## src/fbc_defines.svh

```systemverilog
// Constants for the four-bit core instruction decode and execute block.
// Assumes it is included by its bare name from the package and the core.
`ifndef FBC_DEFINES_SVH
`define FBC_DEFINES_SVH

// ----------------------------------------------------------------------------
// Widths and sizes
// ----------------------------------------------------------------------------
`define FBC_PC_W        13
`define FBC_STACK_DEPTH 8
`define FBC_BUS_AW      8
`define FBC_BUS_DW      16

// ----------------------------------------------------------------------------
// Register offsets and reset values
// ----------------------------------------------------------------------------
`define FBC_REG_CTRL    8'h00
`define FBC_REG_STATUS  8'h04
`define FBC_REG_PC      8'h08
`define FBC_REG_SAVED   8'h0c
`define FBC_CTRL_RUN    0
`define FBC_CTRL_RST    16'h0001

// ----------------------------------------------------------------------------
// Opcodes, full bytes
// ----------------------------------------------------------------------------
`define OP_LOAD_MEM     8'hc1
`define OP_SWAP_MEM     8'ha0
`define OP_SWAP_INC     8'hfe
`define OP_SWAP_DEC     8'hff
`define OP_TABLE_READ   8'h63
`define OP_INC_LOW      8'hee
`define OP_DEC_LOW      8'hef
`define OP_ACC_TO_LOW   8'hf7
`define OP_LOW_TO_ACC   8'he9
`define OP_SWAP_HIGH    8'h23
`define OP_PAGE_JUMP    8'hfa
`define OP_SUB_RET      8'h62
`define OP_INT_RET      8'h22
`define OP_BANK_PREFIX  8'hfd

// ----------------------------------------------------------------------------
// Opcodes, upper nibbles and sub-patterns
// ----------------------------------------------------------------------------
`define OPN_SWAP_XOR    4'ha
`define OPN_ZERO_HIGH   4'h8
`define OPN_HIGH_IMM    4'h4
`define OPN_FLAG_SET    4'h5
`define OPN_FLAG_CLR    4'h1
`define OPN_JUMP_SB     4'h6
`define OPN_ZPAGE_CALL  4'hb
`define OPN_BR_POS      4'h7
`define OPN_BR_NEG      4'h3
`define OPN_BR_FLAG_P   4'hd
`define OPN_BR_FLAG_N   4'h9
`define OPN_WORK_HI     4'hf
`define OPN_WORK_LO     4'he
`define OPL_WORK_ACC    2'b00
`define OPL_WORK_PTR    3'b100
`define OPL_BANK_SET    2'b01
`define OPL_BR_ACC      2'b00
`define OPL_BR_MEM      2'b01

`endif

```

## src/fbc_pkg.sv

```systemverilog
// Types shared by the four-bit core decode and execute block.
// Assumes fbc_defines.svh sits in the same folder.
`include "fbc_defines.svh"

package fbc_pkg;

  // --------------------------------------------------------------------------
  // Sequencer states
  // --------------------------------------------------------------------------
  typedef enum logic [1:0] {
    ST_FETCH   = 2'b00,
    ST_OPERAND = 2'b01,
    ST_SECOND  = 2'b10,
    ST_TABLE   = 2'b11
  } fbc_state_t;

  // --------------------------------------------------------------------------
  // Carriers
  // --------------------------------------------------------------------------
  typedef struct packed {
    logic       we;
    logic [7:0] addr;
    logic [3:0] wdata;
  } fbc_ram_req_t;

  typedef struct packed {
    logic                   wr;
    logic                   rd;
    logic [`FBC_BUS_AW-1:0] addr;
    logic [`FBC_BUS_DW-1:0] wdata;
  } fbc_bus_req_t;

endpackage : fbc_pkg

```

## src/fbc_insn_execute.sv

```systemverilog
// Decode and execute of load, exchange, pointer, flag, jump, call, return and bit-branch instructions.
// Assumes a combinational program ROM and data RAM on clk_sys; RAM writes land at the clock edge.
//
// Behaviour
// - Load memory nibble into accumulator, update zero.
// - Swap memory, XOR pointer high, zero from result.
// - Plain swap; zero from pointer high nibble.
// - Swap memory, increment pointer low, update zero.
// - Swap memory, decrement pointer low, update zero.
// - Table read from ROM into accumulator and E.
// - Load pointer low with zero high; load high.
// - Increment or decrement pointer low, update zero.
// - Swap accumulator with pointer high, flags kept.
// - Swap with working nibbles in one cycle.
// - Set or clear user flag; clear updates zero.
// - Two-byte jump within current bank.
// - Page jump to E and accumulator.
// - Page zero call pushes return address.
// - Two-byte call into bank zero.
// - Subroutine return pops program counter.
// - Interrupt return restores carry and zero.
// - Bank prefix toggles bank and selects pseudo port.
// - Set bank applies to immediately following jump.
// - Branch on accumulator bit set or clear.
// - Branch on memory bit set.
//
// The strobed register port and the placing of the registers were decided locally.
`include "fbc_defines.svh"

module fbc_insn_execute
  import fbc_pkg::*;
#(
  parameter int STACK_DEPTH = `FBC_STACK_DEPTH
) (
  // Clock and reset
  input  wire logic                    clk_sys,
  input  wire logic                    reset,
  // Program ROM
  output logic [`FBC_PC_W-1:0]         romAddr,
  input  wire logic [7:0]              romData,
  // Data RAM
  output fbc_pkg::fbc_ram_req_t        ramReq,
  input  wire logic [3:0]              ramRdata,
  // Register port
  input  wire fbc_pkg::fbc_bus_req_t   busReq,
  output logic [`FBC_BUS_DW-1:0]       busRdata,
  // Port block
  output logic                         pseudoIoSel
);
  import fbc_pkg::*;

  localparam int SPW = $clog2(STACK_DEPTH);

  // --------------------------------------------------------------------------
  // State
  // --------------------------------------------------------------------------
  fbc_state_t                 state_r, state_nxt;
  logic [`FBC_PC_W-1:0]       pc_r, pc_nxt, romAddr_r, romAddr_nxt;
  logic [`FBC_PC_W-1:0]       stack_r [STACK_DEPTH];
  logic [SPW-1:0]             sp_r, sp_nxt;
  logic                       push, pop;
  logic [`FBC_PC_W-1:0]       pushVal;
  logic [3:0]                 acc_r, acc_nxt, eReg_r, eReg_nxt;
  logic [3:0]                 ptrHigh_r, ptrHigh_nxt, ptrLow_r, ptrLow_nxt;
  logic                       zeroFlag_r, zeroFlag_nxt, carryFlag_r, carryFlag_nxt;
  logic                       savedCarry_r, savedZero_r;
  logic [15:0]                userFlags_r, userFlags_nxt;
  logic [3:0]                 workAcc_r [4];
  logic [3:0]                 workHigh_r [2];
  logic [3:0]                 workLow_r [2];
  logic [7:0]                 opcode_r, opcode_nxt;
  logic [1:0]                 bankPend_r, bankPend_nxt;
  logic                       bankValid_r, bankValid_nxt, pseudo_r, pseudo_nxt;
  fbc_ram_req_t               ramReq_r, ramReq_nxt;
  logic [`FBC_BUS_DW-1:0]     ctrl_r, busRdata_r;

  // --------------------------------------------------------------------------
  // Decode
  // --------------------------------------------------------------------------
  function automatic logic isTwoByte(input logic [7:0] op);
    isTwoByte = (op[7:4] == `OPN_JUMP_SB && op[3]) || (op[7:4] == `OPN_SWAP_XOR && op[3]) ||
                op[7:4] == `OPN_BR_POS || op[7:4] == `OPN_BR_NEG ||
                op[7:4] == `OPN_BR_FLAG_P || op[7:4] == `OPN_BR_FLAG_N;
  endfunction : isTwoByte

  wire        running    = ctrl_r[`FBC_CTRL_RUN];
  wire [7:0]  op         = romData;
  wire [3:0]  opHi       = op[7:4];
  wire [3:0]  opLo       = op[3:0];
  wire        twoByte    = isTwoByte(op);
  wire        isSwapXor  = opHi == `OPN_SWAP_XOR && !op[3];
  wire        isSwapInc  = op == `OP_SWAP_INC;
  wire        isSwapDec  = op == `OP_SWAP_DEC;
  wire        isWorkAcc  = opHi == `OPN_WORK_HI && op[3:2] == `OPL_WORK_ACC;
  wire        isWorkHigh = opHi == `OPN_WORK_HI && op[2:0] == `OPL_WORK_PTR;
  wire        isWorkLow  = opHi == `OPN_WORK_LO && op[2:0] == `OPL_WORK_PTR;
  wire        isBankSet  = opHi == `OPN_JUMP_SB && op[3:2] == `OPL_BANK_SET;
  wire [3:0]  incLow     = ptrLow_r + 4'h1;
  wire [3:0]  decLow     = ptrLow_r - 4'h1;
  wire [3:0]  xorHigh    = ptrHigh_r ^ {1'b0, opcode_r[2:0]};
  wire [3:0]  grpCleared = userFlags_r[{opLo[3:2], 2'b00} +: 4] & ~(4'h1 << opLo[1:0]);
  wire [`FBC_PC_W-1:0] pcInc = pc_r + `FBC_PC_W'(1);
  wire [`FBC_PC_W-1:0] stackTop = stack_r[sp_r - SPW'(1)];
  wire [`FBC_PC_W-1:0] pageTarget = {pc_r[`FBC_PC_W-1:8], op};
  // Branch form and bit selector sit in the opcode byte; the operand byte is the whole in-page target.
  wire [1:0]  brSel      = opcode_r[1:0];
  wire        brAccHit   = opcode_r[7:4] == `OPN_BR_POS ? acc_r[brSel] : !acc_r[brSel];
  wire        brAccForm  = opcode_r[3:2] == `OPL_BR_ACC &&
                           (opcode_r[7:4] == `OPN_BR_POS || opcode_r[7:4] == `OPN_BR_NEG);
  wire        brMemForm  = opcode_r[3:2] == `OPL_BR_MEM && opcode_r[7:4] == `OPN_BR_POS;

  // --------------------------------------------------------------------------
  // Register port decode
  // --------------------------------------------------------------------------
  wire        selCtrl    = busReq.addr == `FBC_REG_CTRL;
  wire        selStatus  = busReq.addr == `FBC_REG_STATUS;
  wire        selPc      = busReq.addr == `FBC_REG_PC;
  wire        selSaved   = busReq.addr == `FBC_REG_SAVED;
  wire [`FBC_BUS_DW-1:0] readMux =
      selCtrl   ? ctrl_r :
      selStatus ? {2'b00, state_r, 2'b00, zeroFlag_r, carryFlag_r, ptrHigh_r, acc_r} :
      selPc     ? {3'b000, pc_r} :
      selSaved  ? {14'h0000, savedCarry_r, savedZero_r} : 16'h0000;

  // --------------------------------------------------------------------------
  // Next-state logic
  // --------------------------------------------------------------------------
  always_comb begin
    state_nxt     = state_r;
    pc_nxt        = pc_r;
    sp_nxt        = sp_r;
    push          = 1'b0;
    pop           = 1'b0;
    pushVal       = pcInc;
    acc_nxt       = acc_r;
    eReg_nxt      = eReg_r;
    ptrHigh_nxt   = ptrHigh_r;
    ptrLow_nxt    = ptrLow_r;
    zeroFlag_nxt  = zeroFlag_r;
    carryFlag_nxt = carryFlag_r;
    userFlags_nxt = userFlags_r;
    opcode_nxt    = opcode_r;
    bankPend_nxt  = bankPend_r;
    bankValid_nxt = bankValid_r;
    pseudo_nxt    = pseudo_r;
    ramReq_nxt    = '{we: 1'b0, addr: {ptrHigh_r, ptrLow_r}, wdata: acc_r};
    unique case (state_r)
      ST_FETCH: begin
        if (running) begin
          pc_nxt        = pcInc;
          opcode_nxt    = op;
          // A prefix only lives for the instruction right after it.
          bankValid_nxt = 1'b0;
          pseudo_nxt    = 1'b0;
          if (twoByte) begin
            state_nxt     = ST_OPERAND;
            bankValid_nxt = bankValid_r;
          end else if (op == `OP_LOAD_MEM) begin
            acc_nxt      = ramRdata;
            zeroFlag_nxt = ramRdata == 4'h0;
          end else if (isSwapXor || isSwapInc || isSwapDec) begin
            acc_nxt          = ramRdata;
            ramReq_nxt.we    = 1'b1;
            state_nxt        = ST_SECOND;
          end else if (op == `OP_TABLE_READ) begin
            state_nxt = ST_TABLE;
          end else if (opHi == `OPN_ZERO_HIGH) begin
            ptrHigh_nxt = 4'h0;
            ptrLow_nxt  = opLo;
          end else if (opHi == `OPN_HIGH_IMM) begin
            ptrHigh_nxt = opLo;
          end else if (op == `OP_INC_LOW || op == `OP_DEC_LOW) begin
            ptrLow_nxt   = op[0] ? decLow : incLow;
            zeroFlag_nxt = (op[0] ? decLow : incLow) == 4'h0;
          end else if (op == `OP_ACC_TO_LOW) begin
            ptrLow_nxt = acc_r;
          end else if (op == `OP_LOW_TO_ACC) begin
            acc_nxt      = ptrLow_r;
            zeroFlag_nxt = ptrLow_r == 4'h0;
          end else if (op == `OP_SWAP_HIGH) begin
            acc_nxt     = ptrHigh_r;
            ptrHigh_nxt = acc_r;
          end else if (isWorkAcc) begin
            acc_nxt = workAcc_r[op[1:0]];
          end else if (isWorkHigh) begin
            ptrHigh_nxt = workHigh_r[op[3]];
          end else if (isWorkLow) begin
            ptrLow_nxt = workLow_r[op[3]];
          end else if (opHi == `OPN_FLAG_SET) begin
            userFlags_nxt[opLo] = 1'b1;
          end else if (opHi == `OPN_FLAG_CLR) begin
            userFlags_nxt[opLo] = 1'b0;
            zeroFlag_nxt        = grpCleared == 4'h0;
          end else if (op == `OP_PAGE_JUMP) begin
            pc_nxt = {pc_r[`FBC_PC_W-1:8], eReg_r, acc_r};
          end else if (opHi == `OPN_ZPAGE_CALL) begin
            push   = 1'b1;
            sp_nxt = sp_r + SPW'(1);
            pc_nxt = {{(`FBC_PC_W-6){1'b0}}, opLo, 2'b00};
          end else if (op == `OP_SUB_RET || op == `OP_INT_RET) begin
            pop    = 1'b1;
            pc_nxt = stackTop;
            if (op == `OP_INT_RET) begin
              carryFlag_nxt = savedCarry_r;
              zeroFlag_nxt  = savedZero_r;
            end
          end else if (op == `OP_BANK_PREFIX) begin
            // toggle bank and pick pseudo port
            bankPend_nxt  = {pc_r[`FBC_PC_W-1], ~pc_r[`FBC_PC_W-2]};
            bankValid_nxt = 1'b1;
            pseudo_nxt    = 1'b1;
          end else if (isBankSet) begin
            bankPend_nxt  = op[1:0];
            bankValid_nxt = 1'b1;
          end
        end
      end
      ST_OPERAND: begin
        state_nxt     = ST_FETCH;
        bankValid_nxt = 1'b0;
        pc_nxt        = pcInc;
        if (opcode_r[7:4] == `OPN_JUMP_SB) begin
          pc_nxt = {bankValid_r ? bankPend_r : pc_r[`FBC_PC_W-1 -: 2], opcode_r[2:0], op};
        end else if (opcode_r[7:4] == `OPN_SWAP_XOR) begin
          push   = 1'b1;
          sp_nxt = sp_r + SPW'(1);
          pc_nxt = {2'b00, opcode_r[2:0], op};
        end else if (brAccForm && brAccHit) begin
          pc_nxt = pageTarget;
        end else if (brMemForm && ramRdata[brSel]) begin
          pc_nxt = pageTarget;
        end
      end
      ST_SECOND: begin
        state_nxt = ST_FETCH;
        if (opcode_r == `OP_SWAP_INC) begin
          ptrLow_nxt   = incLow;
          zeroFlag_nxt = incLow == 4'h0;
        end else if (opcode_r == `OP_SWAP_DEC) begin
          ptrLow_nxt   = decLow;
          zeroFlag_nxt = decLow == 4'h0;
        end else if (opcode_r == `OP_SWAP_MEM) begin
          zeroFlag_nxt = ptrHigh_r == 4'h0;
        end else begin
          ptrHigh_nxt  = xorHigh;
          zeroFlag_nxt = xorHigh == 4'h0;
        end
      end
      ST_TABLE: begin
        // table byte into accumulator and E
        state_nxt = ST_FETCH;
        acc_nxt   = romData[7:4];
        eReg_nxt  = romData[3:0];
      end
    endcase
    if (pop) begin
      sp_nxt = sp_r - SPW'(1);
    end
    // The address register carries the next pointer, so the RAM answers for the pointer of each cycle.
    ramReq_nxt.addr = {ptrHigh_nxt, ptrLow_nxt};
  end

  // table address replaces low eight bits
  assign romAddr_nxt = state_nxt == ST_TABLE ? {pc_r[`FBC_PC_W-1:8], eReg_r, acc_r} : pc_nxt;

  // --------------------------------------------------------------------------
  // Registers
  // --------------------------------------------------------------------------
  always_ff @(posedge clk_sys) begin
    if (reset) begin
      state_r     <= ST_FETCH;
      pc_r        <= '0;
      romAddr_r   <= '0;
      sp_r        <= '0;
      acc_r       <= 4'h0;
      eReg_r      <= 4'h0;
      ptrHigh_r   <= 4'h0;
      ptrLow_r    <= 4'h0;
      zeroFlag_r  <= 1'b0;
      carryFlag_r <= 1'b0;
      userFlags_r <= 16'h0000;
      opcode_r    <= 8'h00;
      bankPend_r  <= 2'b00;
      bankValid_r <= 1'b0;
      pseudo_r    <= 1'b0;
      ramReq_r    <= '0;
    end else begin
      state_r     <= state_nxt;
      pc_r        <= pc_nxt;
      romAddr_r   <= romAddr_nxt;
      sp_r        <= sp_nxt;
      acc_r       <= acc_nxt;
      eReg_r      <= eReg_nxt;
      ptrHigh_r   <= ptrHigh_nxt;
      ptrLow_r    <= ptrLow_nxt;
      zeroFlag_r  <= zeroFlag_nxt;
      carryFlag_r <= carryFlag_nxt;
      userFlags_r <= userFlags_nxt;
      opcode_r    <= opcode_nxt;
      bankPend_r  <= bankPend_nxt;
      bankValid_r <= bankValid_nxt;
      pseudo_r    <= pseudo_nxt;
      ramReq_r    <= ramReq_nxt;
    end
  end

  // The stack wraps silently; depth overflow is the program's problem.
  always_ff @(posedge clk_sys) begin
    if (push) begin
      stack_r[sp_r] <= pushVal;
    end
  end

  // Working nibbles take the other side of each one-cycle swap.
  always_ff @(posedge clk_sys) begin
    if (reset) begin
      workAcc_r  <= '{default: 4'h0};
      workHigh_r <= '{default: 4'h0};
      workLow_r  <= '{default: 4'h0};
    end else if (state_r == ST_FETCH && running) begin
      if (isWorkAcc) begin
        workAcc_r[op[1:0]] <= acc_r;
      end
      if (isWorkHigh) begin
        workHigh_r[op[3]] <= ptrHigh_r;
      end
      if (isWorkLow) begin
        workLow_r[op[3]] <= ptrLow_r;
      end
    end
  end

  // Saved flags come from the interrupt entry logic through the register port.
  always_ff @(posedge clk_sys) begin
    if (reset) begin
      ctrl_r       <= `FBC_CTRL_RST;
      savedCarry_r <= 1'b0;
      savedZero_r  <= 1'b0;
      busRdata_r   <= '0;
    end else begin
      if (busReq.wr && selCtrl) begin
        ctrl_r <= busReq.wdata;
      end
      if (busReq.wr && selSaved) begin
        savedCarry_r <= busReq.wdata[1];
        savedZero_r  <= busReq.wdata[0];
      end
      busRdata_r <= busReq.rd ? readMux : '0;
    end
  end

  assign romAddr     = romAddr_r;
  assign ramReq      = ramReq_r;
  assign busRdata    = busRdata_r;
  assign pseudoIoSel = pseudo_r;

endmodule : fbc_insn_execute

```

## config.mk

```make
export PLATFORM = sky130hd
export DESIGN_NAME = fbc_insn_execute
export DESIGN_NICKNAME = d
export VERILOG_FILES = /design/src/fbc_pkg.sv /design/src/fbc_insn_execute.sv
export VERILOG_INCLUDE_DIRS = /design/src
export SDC_FILE = /design/constraint.sdc
export NUM_CORES = 1
export LEC_CHECK = 0
export BUFFER_PORTS_ARGS = -buffer_cell sky130_fd_sc_hd__buf_2
export CORE_MARGIN = 2
export CORE_UTILIZATION = 30
export DETAILED_ROUTE_END_ITERATION = 16
export PLACE_DENSITY = 0.53
export SLEW_MARGIN = 10
export SYNTH_ARGS = -nofsm -noshare
export SYNTH_HDL_FRONTEND = slang
export SYNTH_SLANG_ARGS = --single-unit
export TNS_END_PERCENT = 30
```

## constraint.sdc

```tcl
create_clock -name clk_sys -period 2.9 [get_ports clk_sys]
set_input_delay 0.435 -clock clk_sys [delete_from_list [all_inputs] [get_ports clk_sys]]
set_output_delay 0.435 -clock clk_sys [all_outputs]
set_load 0.1 [all_outputs]
```

==> impl_metrics.toml <==
[worst_hold_path]
hold_start = "busReq[10]"
min-delay-path-class = "input port to register"
whs_path_depth = 3

[grt]
overflow = 0
grt_pass1_vias = 9930
grt_pass1_wl_um = 60400
grt_max_degree = 136
grtUsageTotal = 0.179
grt_antenna_before_repair = 2

[pwr]
switching_power_w = 0.00259
combPwrFrac = 0.163
switching_share = 0.277
sequentialPowerShare = 0.411
leakage_nw = 5.59
powerDensity_nw_per_um2 = 625
ir_drop_v = 0.000467
p_clk_frac = 0.426
intPower_w = 0.00678

[setup_path]
path_cells = "or3b_2 -> mux2i_1 -> o31a_1 -> mux2_2 -> a22o_1 -> mux2i_1 -> nor2_1"
crit_path_end_kind = "register"
setup.worst_path.end = "romAddr[1]$_SDFF_PP0_"
r2r-end = "romAddr[1]$_SDFF_PP0_"
cp_data_arrival_time_ns = 3.11
slowest_stage = "o31a_1"
critPathTopFamily = "compound AO/OA/AOI/OAI gates"
cp_max_fo = 11
cp_num_cells = 7
crit_path_frequent_cell = "mux2i_1"
r2r_slack_ns = 0.22
critical-path-max-stage-delay_ns = 0.58
timing.rr.start = "opcode_r[0]$_SDFFE_PP0P_"
worstPathRequired_ns = 3.34
r2r_cells = 7
path_buf_inv = 0
crit_path_start = "opcode_r[0]$_SDFFE_PP0P_"
criticalPathCategory = "register to register"
critPathLaunchType = "register"

[die]
die_h_um = 208
ioPinCount = 83
start_util = 0.305
dieArea_um2 = 43400
core_area_um2 = 41000
rows = 74
dieWidth_um = 208

[final_layout]
finalNonFillerCells = 1921
seqCellArea_um2 = 6090
nNetsFinal = 1416
multi_input_area_um2 = 5920
drive_above_1_share = 0.211
n_antenna_cell = 0
area_growth_pct = 19.7
post-route-util = 0.365
nFillCells = 4140

[cts]
clock_latency_ns = 0.57
clkTransAtPathRegs_ns = 0.06
cts-root-buf = "clkbuf_16"
cts_buffer_depth = 3
cts-buffers-inserted = 30
hold_buffers = 0
ctsHtreeMaxLevel = 1
post_cts_buffers = 0
cts.sink_count = 252
ctsResizeCount = 0
cts_tree = "yes"

[route]
vias = 10200
drt-initial-drc-count = 875
drt-total-wl_um = 39400
wire_per_inst_um = 20.5
antenna_left = 0
drt_first_pass_iters = 6
drcViolationCount = 0
via_per_inst = 5.31

[outcome]
outcome = "finished, final reports clean"

[logic_synthesis]
synth_area_leaders = "edfxtp_1 (25%), dfxtp_1 (24%), mux4_2 (5.6%), mux2i_1 (5.0%), nand2_1 (4.3%)"
yosysWarnings = 0
syn_nets = 1308
synthArstFlopShare = 0
synth_largest_area_cell = "edfxtp_1"
synthCells = 1257
yosysUniqueCellTypes = 81
synth_edf_count = 104
ys_ff_latch = 252
avgSynthCellArea_um2 = 9.96
synth_ff_type = "dfxtp_1"
ys_seq_area_frac = 0.486
synth_area_um2 = 12500
synthDominantCellAreaShare = 0.249

[timing]
worst_pin_slew_ns = 0.977
hold_slack_ns = 0.107
final.setup.tns_ns = 0
rsz0062_at_grt = "false"
finalCritPeriodShare = 0.924
finalSetupViolations = 0
clock_skew_ns = 0.0325
max_slew_margin = 0.344
slew_viol_final = 0
timing.fmax_mhz = 373
hold_viol = 0
period_minus_slack_ns = 2.68

[placed_design]
post-dp-hpwl_um = 28000
gp_congestion = 0.873
io_buffers = 82
placed_cells = 1865

[job]
drv_cap = 0
## worst register-to-register path, stage by stage, from the launching register on
cell and delay, ns:
dfxtp_1 0.40, or3b_2 0.47, mux2i_1 0.23, o31a_1 0.58, mux2_2 0.41, a22o_1 0.25
mux2i_1 0.16, nor2_1 0.05
## cell usage after synthesis (all sizes together), types with 5 or more instances
cell type  instances
xnor2             14
and3               9
nand4             12
o21ai             51
buf               34
nand2            144
or3                7
nor2             137
nand3b             6
and2               5
inv               19
a221oi             6
edfxtp           104
ha                11
nor4              15
a31oi             12
clkbuf            68
o221ai             8
a21oi             86
nand3             28
or2                7
a211oi            27
dfxtp            148
a21o               5
nor3b              6
nor3              40
mux2i             62
mux2              12
xor2              13
a22oi             11
mux4              31
o32ai              7
a2111oi            6
nand2b            19
nor2b             24
## cells in the final DEF (no fill, tap or decap), types with 11 or more instances in the layout
master,count
a21oi_1,84
o21ai_0,49
nand2b_1,19
inv_1,19
xnor2_1,14
clkbuf_16,31
edfxtp_1,104
nor2_1,136
mux4_2,31
mux2i_1,62
buf_2,81
nor3_1,36
xor2_1,13
a211oi_1,27
nand2_1,144
a31oi_1,12
ha_1,11
a22oi_1,11
nand3_1,27
nand4_1,12
dfxtp_1,147
buf_4,92
nor4_1,14
nor2b_1,24
## registers in the layout (all words and copies together), names as in the netlist, named ones only
register      cells
workLow_r         8
ramReq            6
sp_r              3
savedCarry_r      1
busRdata         16
workAcc_r        16
bankValid_r       1
pseudoIoSel       1
stack_r         104
opcode_r          8
romAddr          13
ptrHigh_r         4
acc_r             4
zeroFlag_r        1
carryFlag_r       1
ctrl_r           16
pc_r             13
eReg_r            4
state_r           2
workHigh_r        8
bankPend_r        2
savedZero_r       1
ptrLow_r          3
## logic make-up (layout without fill, tap and decap cells)
| kind of cell | Yosys count | in the layout | synth area share |
|---|---|---|---|
| xor gates and xnor gates | 27 | 27 | 0.0189 |
| DFF | 252 | 252 | 0.486 |
| muxes | 105 | 105 | 0.117 |
| AOI/OAI and AO/OA | 266 | 266 | 0.143 |
| buffers and inverters | 121 | 253 | 0.0431 |
| adders and majority gates | 11 | 11 | 0.0110 |
| and+or+nand+nor | 475 | 475 | 0.181 |
## layout make-up
cell class | instances | area share
Timing Repair Buffer | 178 | 0.0798
Inverter | 19 | 0.00476
Clock buffer | 40 | 0.0560
Sequential cell | 252 | 0.406
Tap cell | 532 | 0.0444
Multi-Input combinational cell | 884 | 0.395
Clock inverter | 16 | 0.0142
## power by group through the flow
stage | registers [W] | logic (W) | clock network (W)
floorplan | 0.00413 | 0.000805 | 0
finish | 0.00385 | 0.00153 | 0.00399
global placement | 0.00393 | 0.00151 | 0
global route | 0.00386 | 0.00163 | 0.00422
CTS | 0.00385 | 0.00152 | 0.00408
detailed placement | 0.00393 | 0.00152 | 0
## worst min-delay path by stage
stage | endpoint
finish | ctrl_r[10]$_SDFFE_PP0P_
floorplan | ctrl_r[14]$_SDFFE_PP0P_
detailed placement | ctrl_r[15]$_SDFFE_PP0P_
CTS | ctrl_r[10]$_SDFFE_PP0P_
global route | ctrl_r[14]$_SDFFE_PP0P_
global placement | ctrl_r[15]$_SDFFE_PP0P_
## per-stage QoR
| step | cell area (um2) | worst slack, ns | power [W] |
|---|---|---|---|
| global placement | 13900 | 0.184 | 0.00544 |
| floorplan | 12500 | 0.00398 | 0.00494 |
| finish | 15000 | 0.220 | 0.00937 |
| CTS | 15000 | 0.211 | 0.00945 |
| global route | 15000 | 0.0396 | 0.00971 |
| detailed placement | 13900 | 0.154 | 0.00544 |
## metal layers
metal  vias up  GRT usage  routed length (um)
li1       4816          -                   -
met1      4923      0.255               18300
met2       385      0.275               17200
met3        65     0.0340                2880
met4         2     0.0576                1020
met5         -          0                  11
No activity file was read; power rests on OpenSTA's default activity.
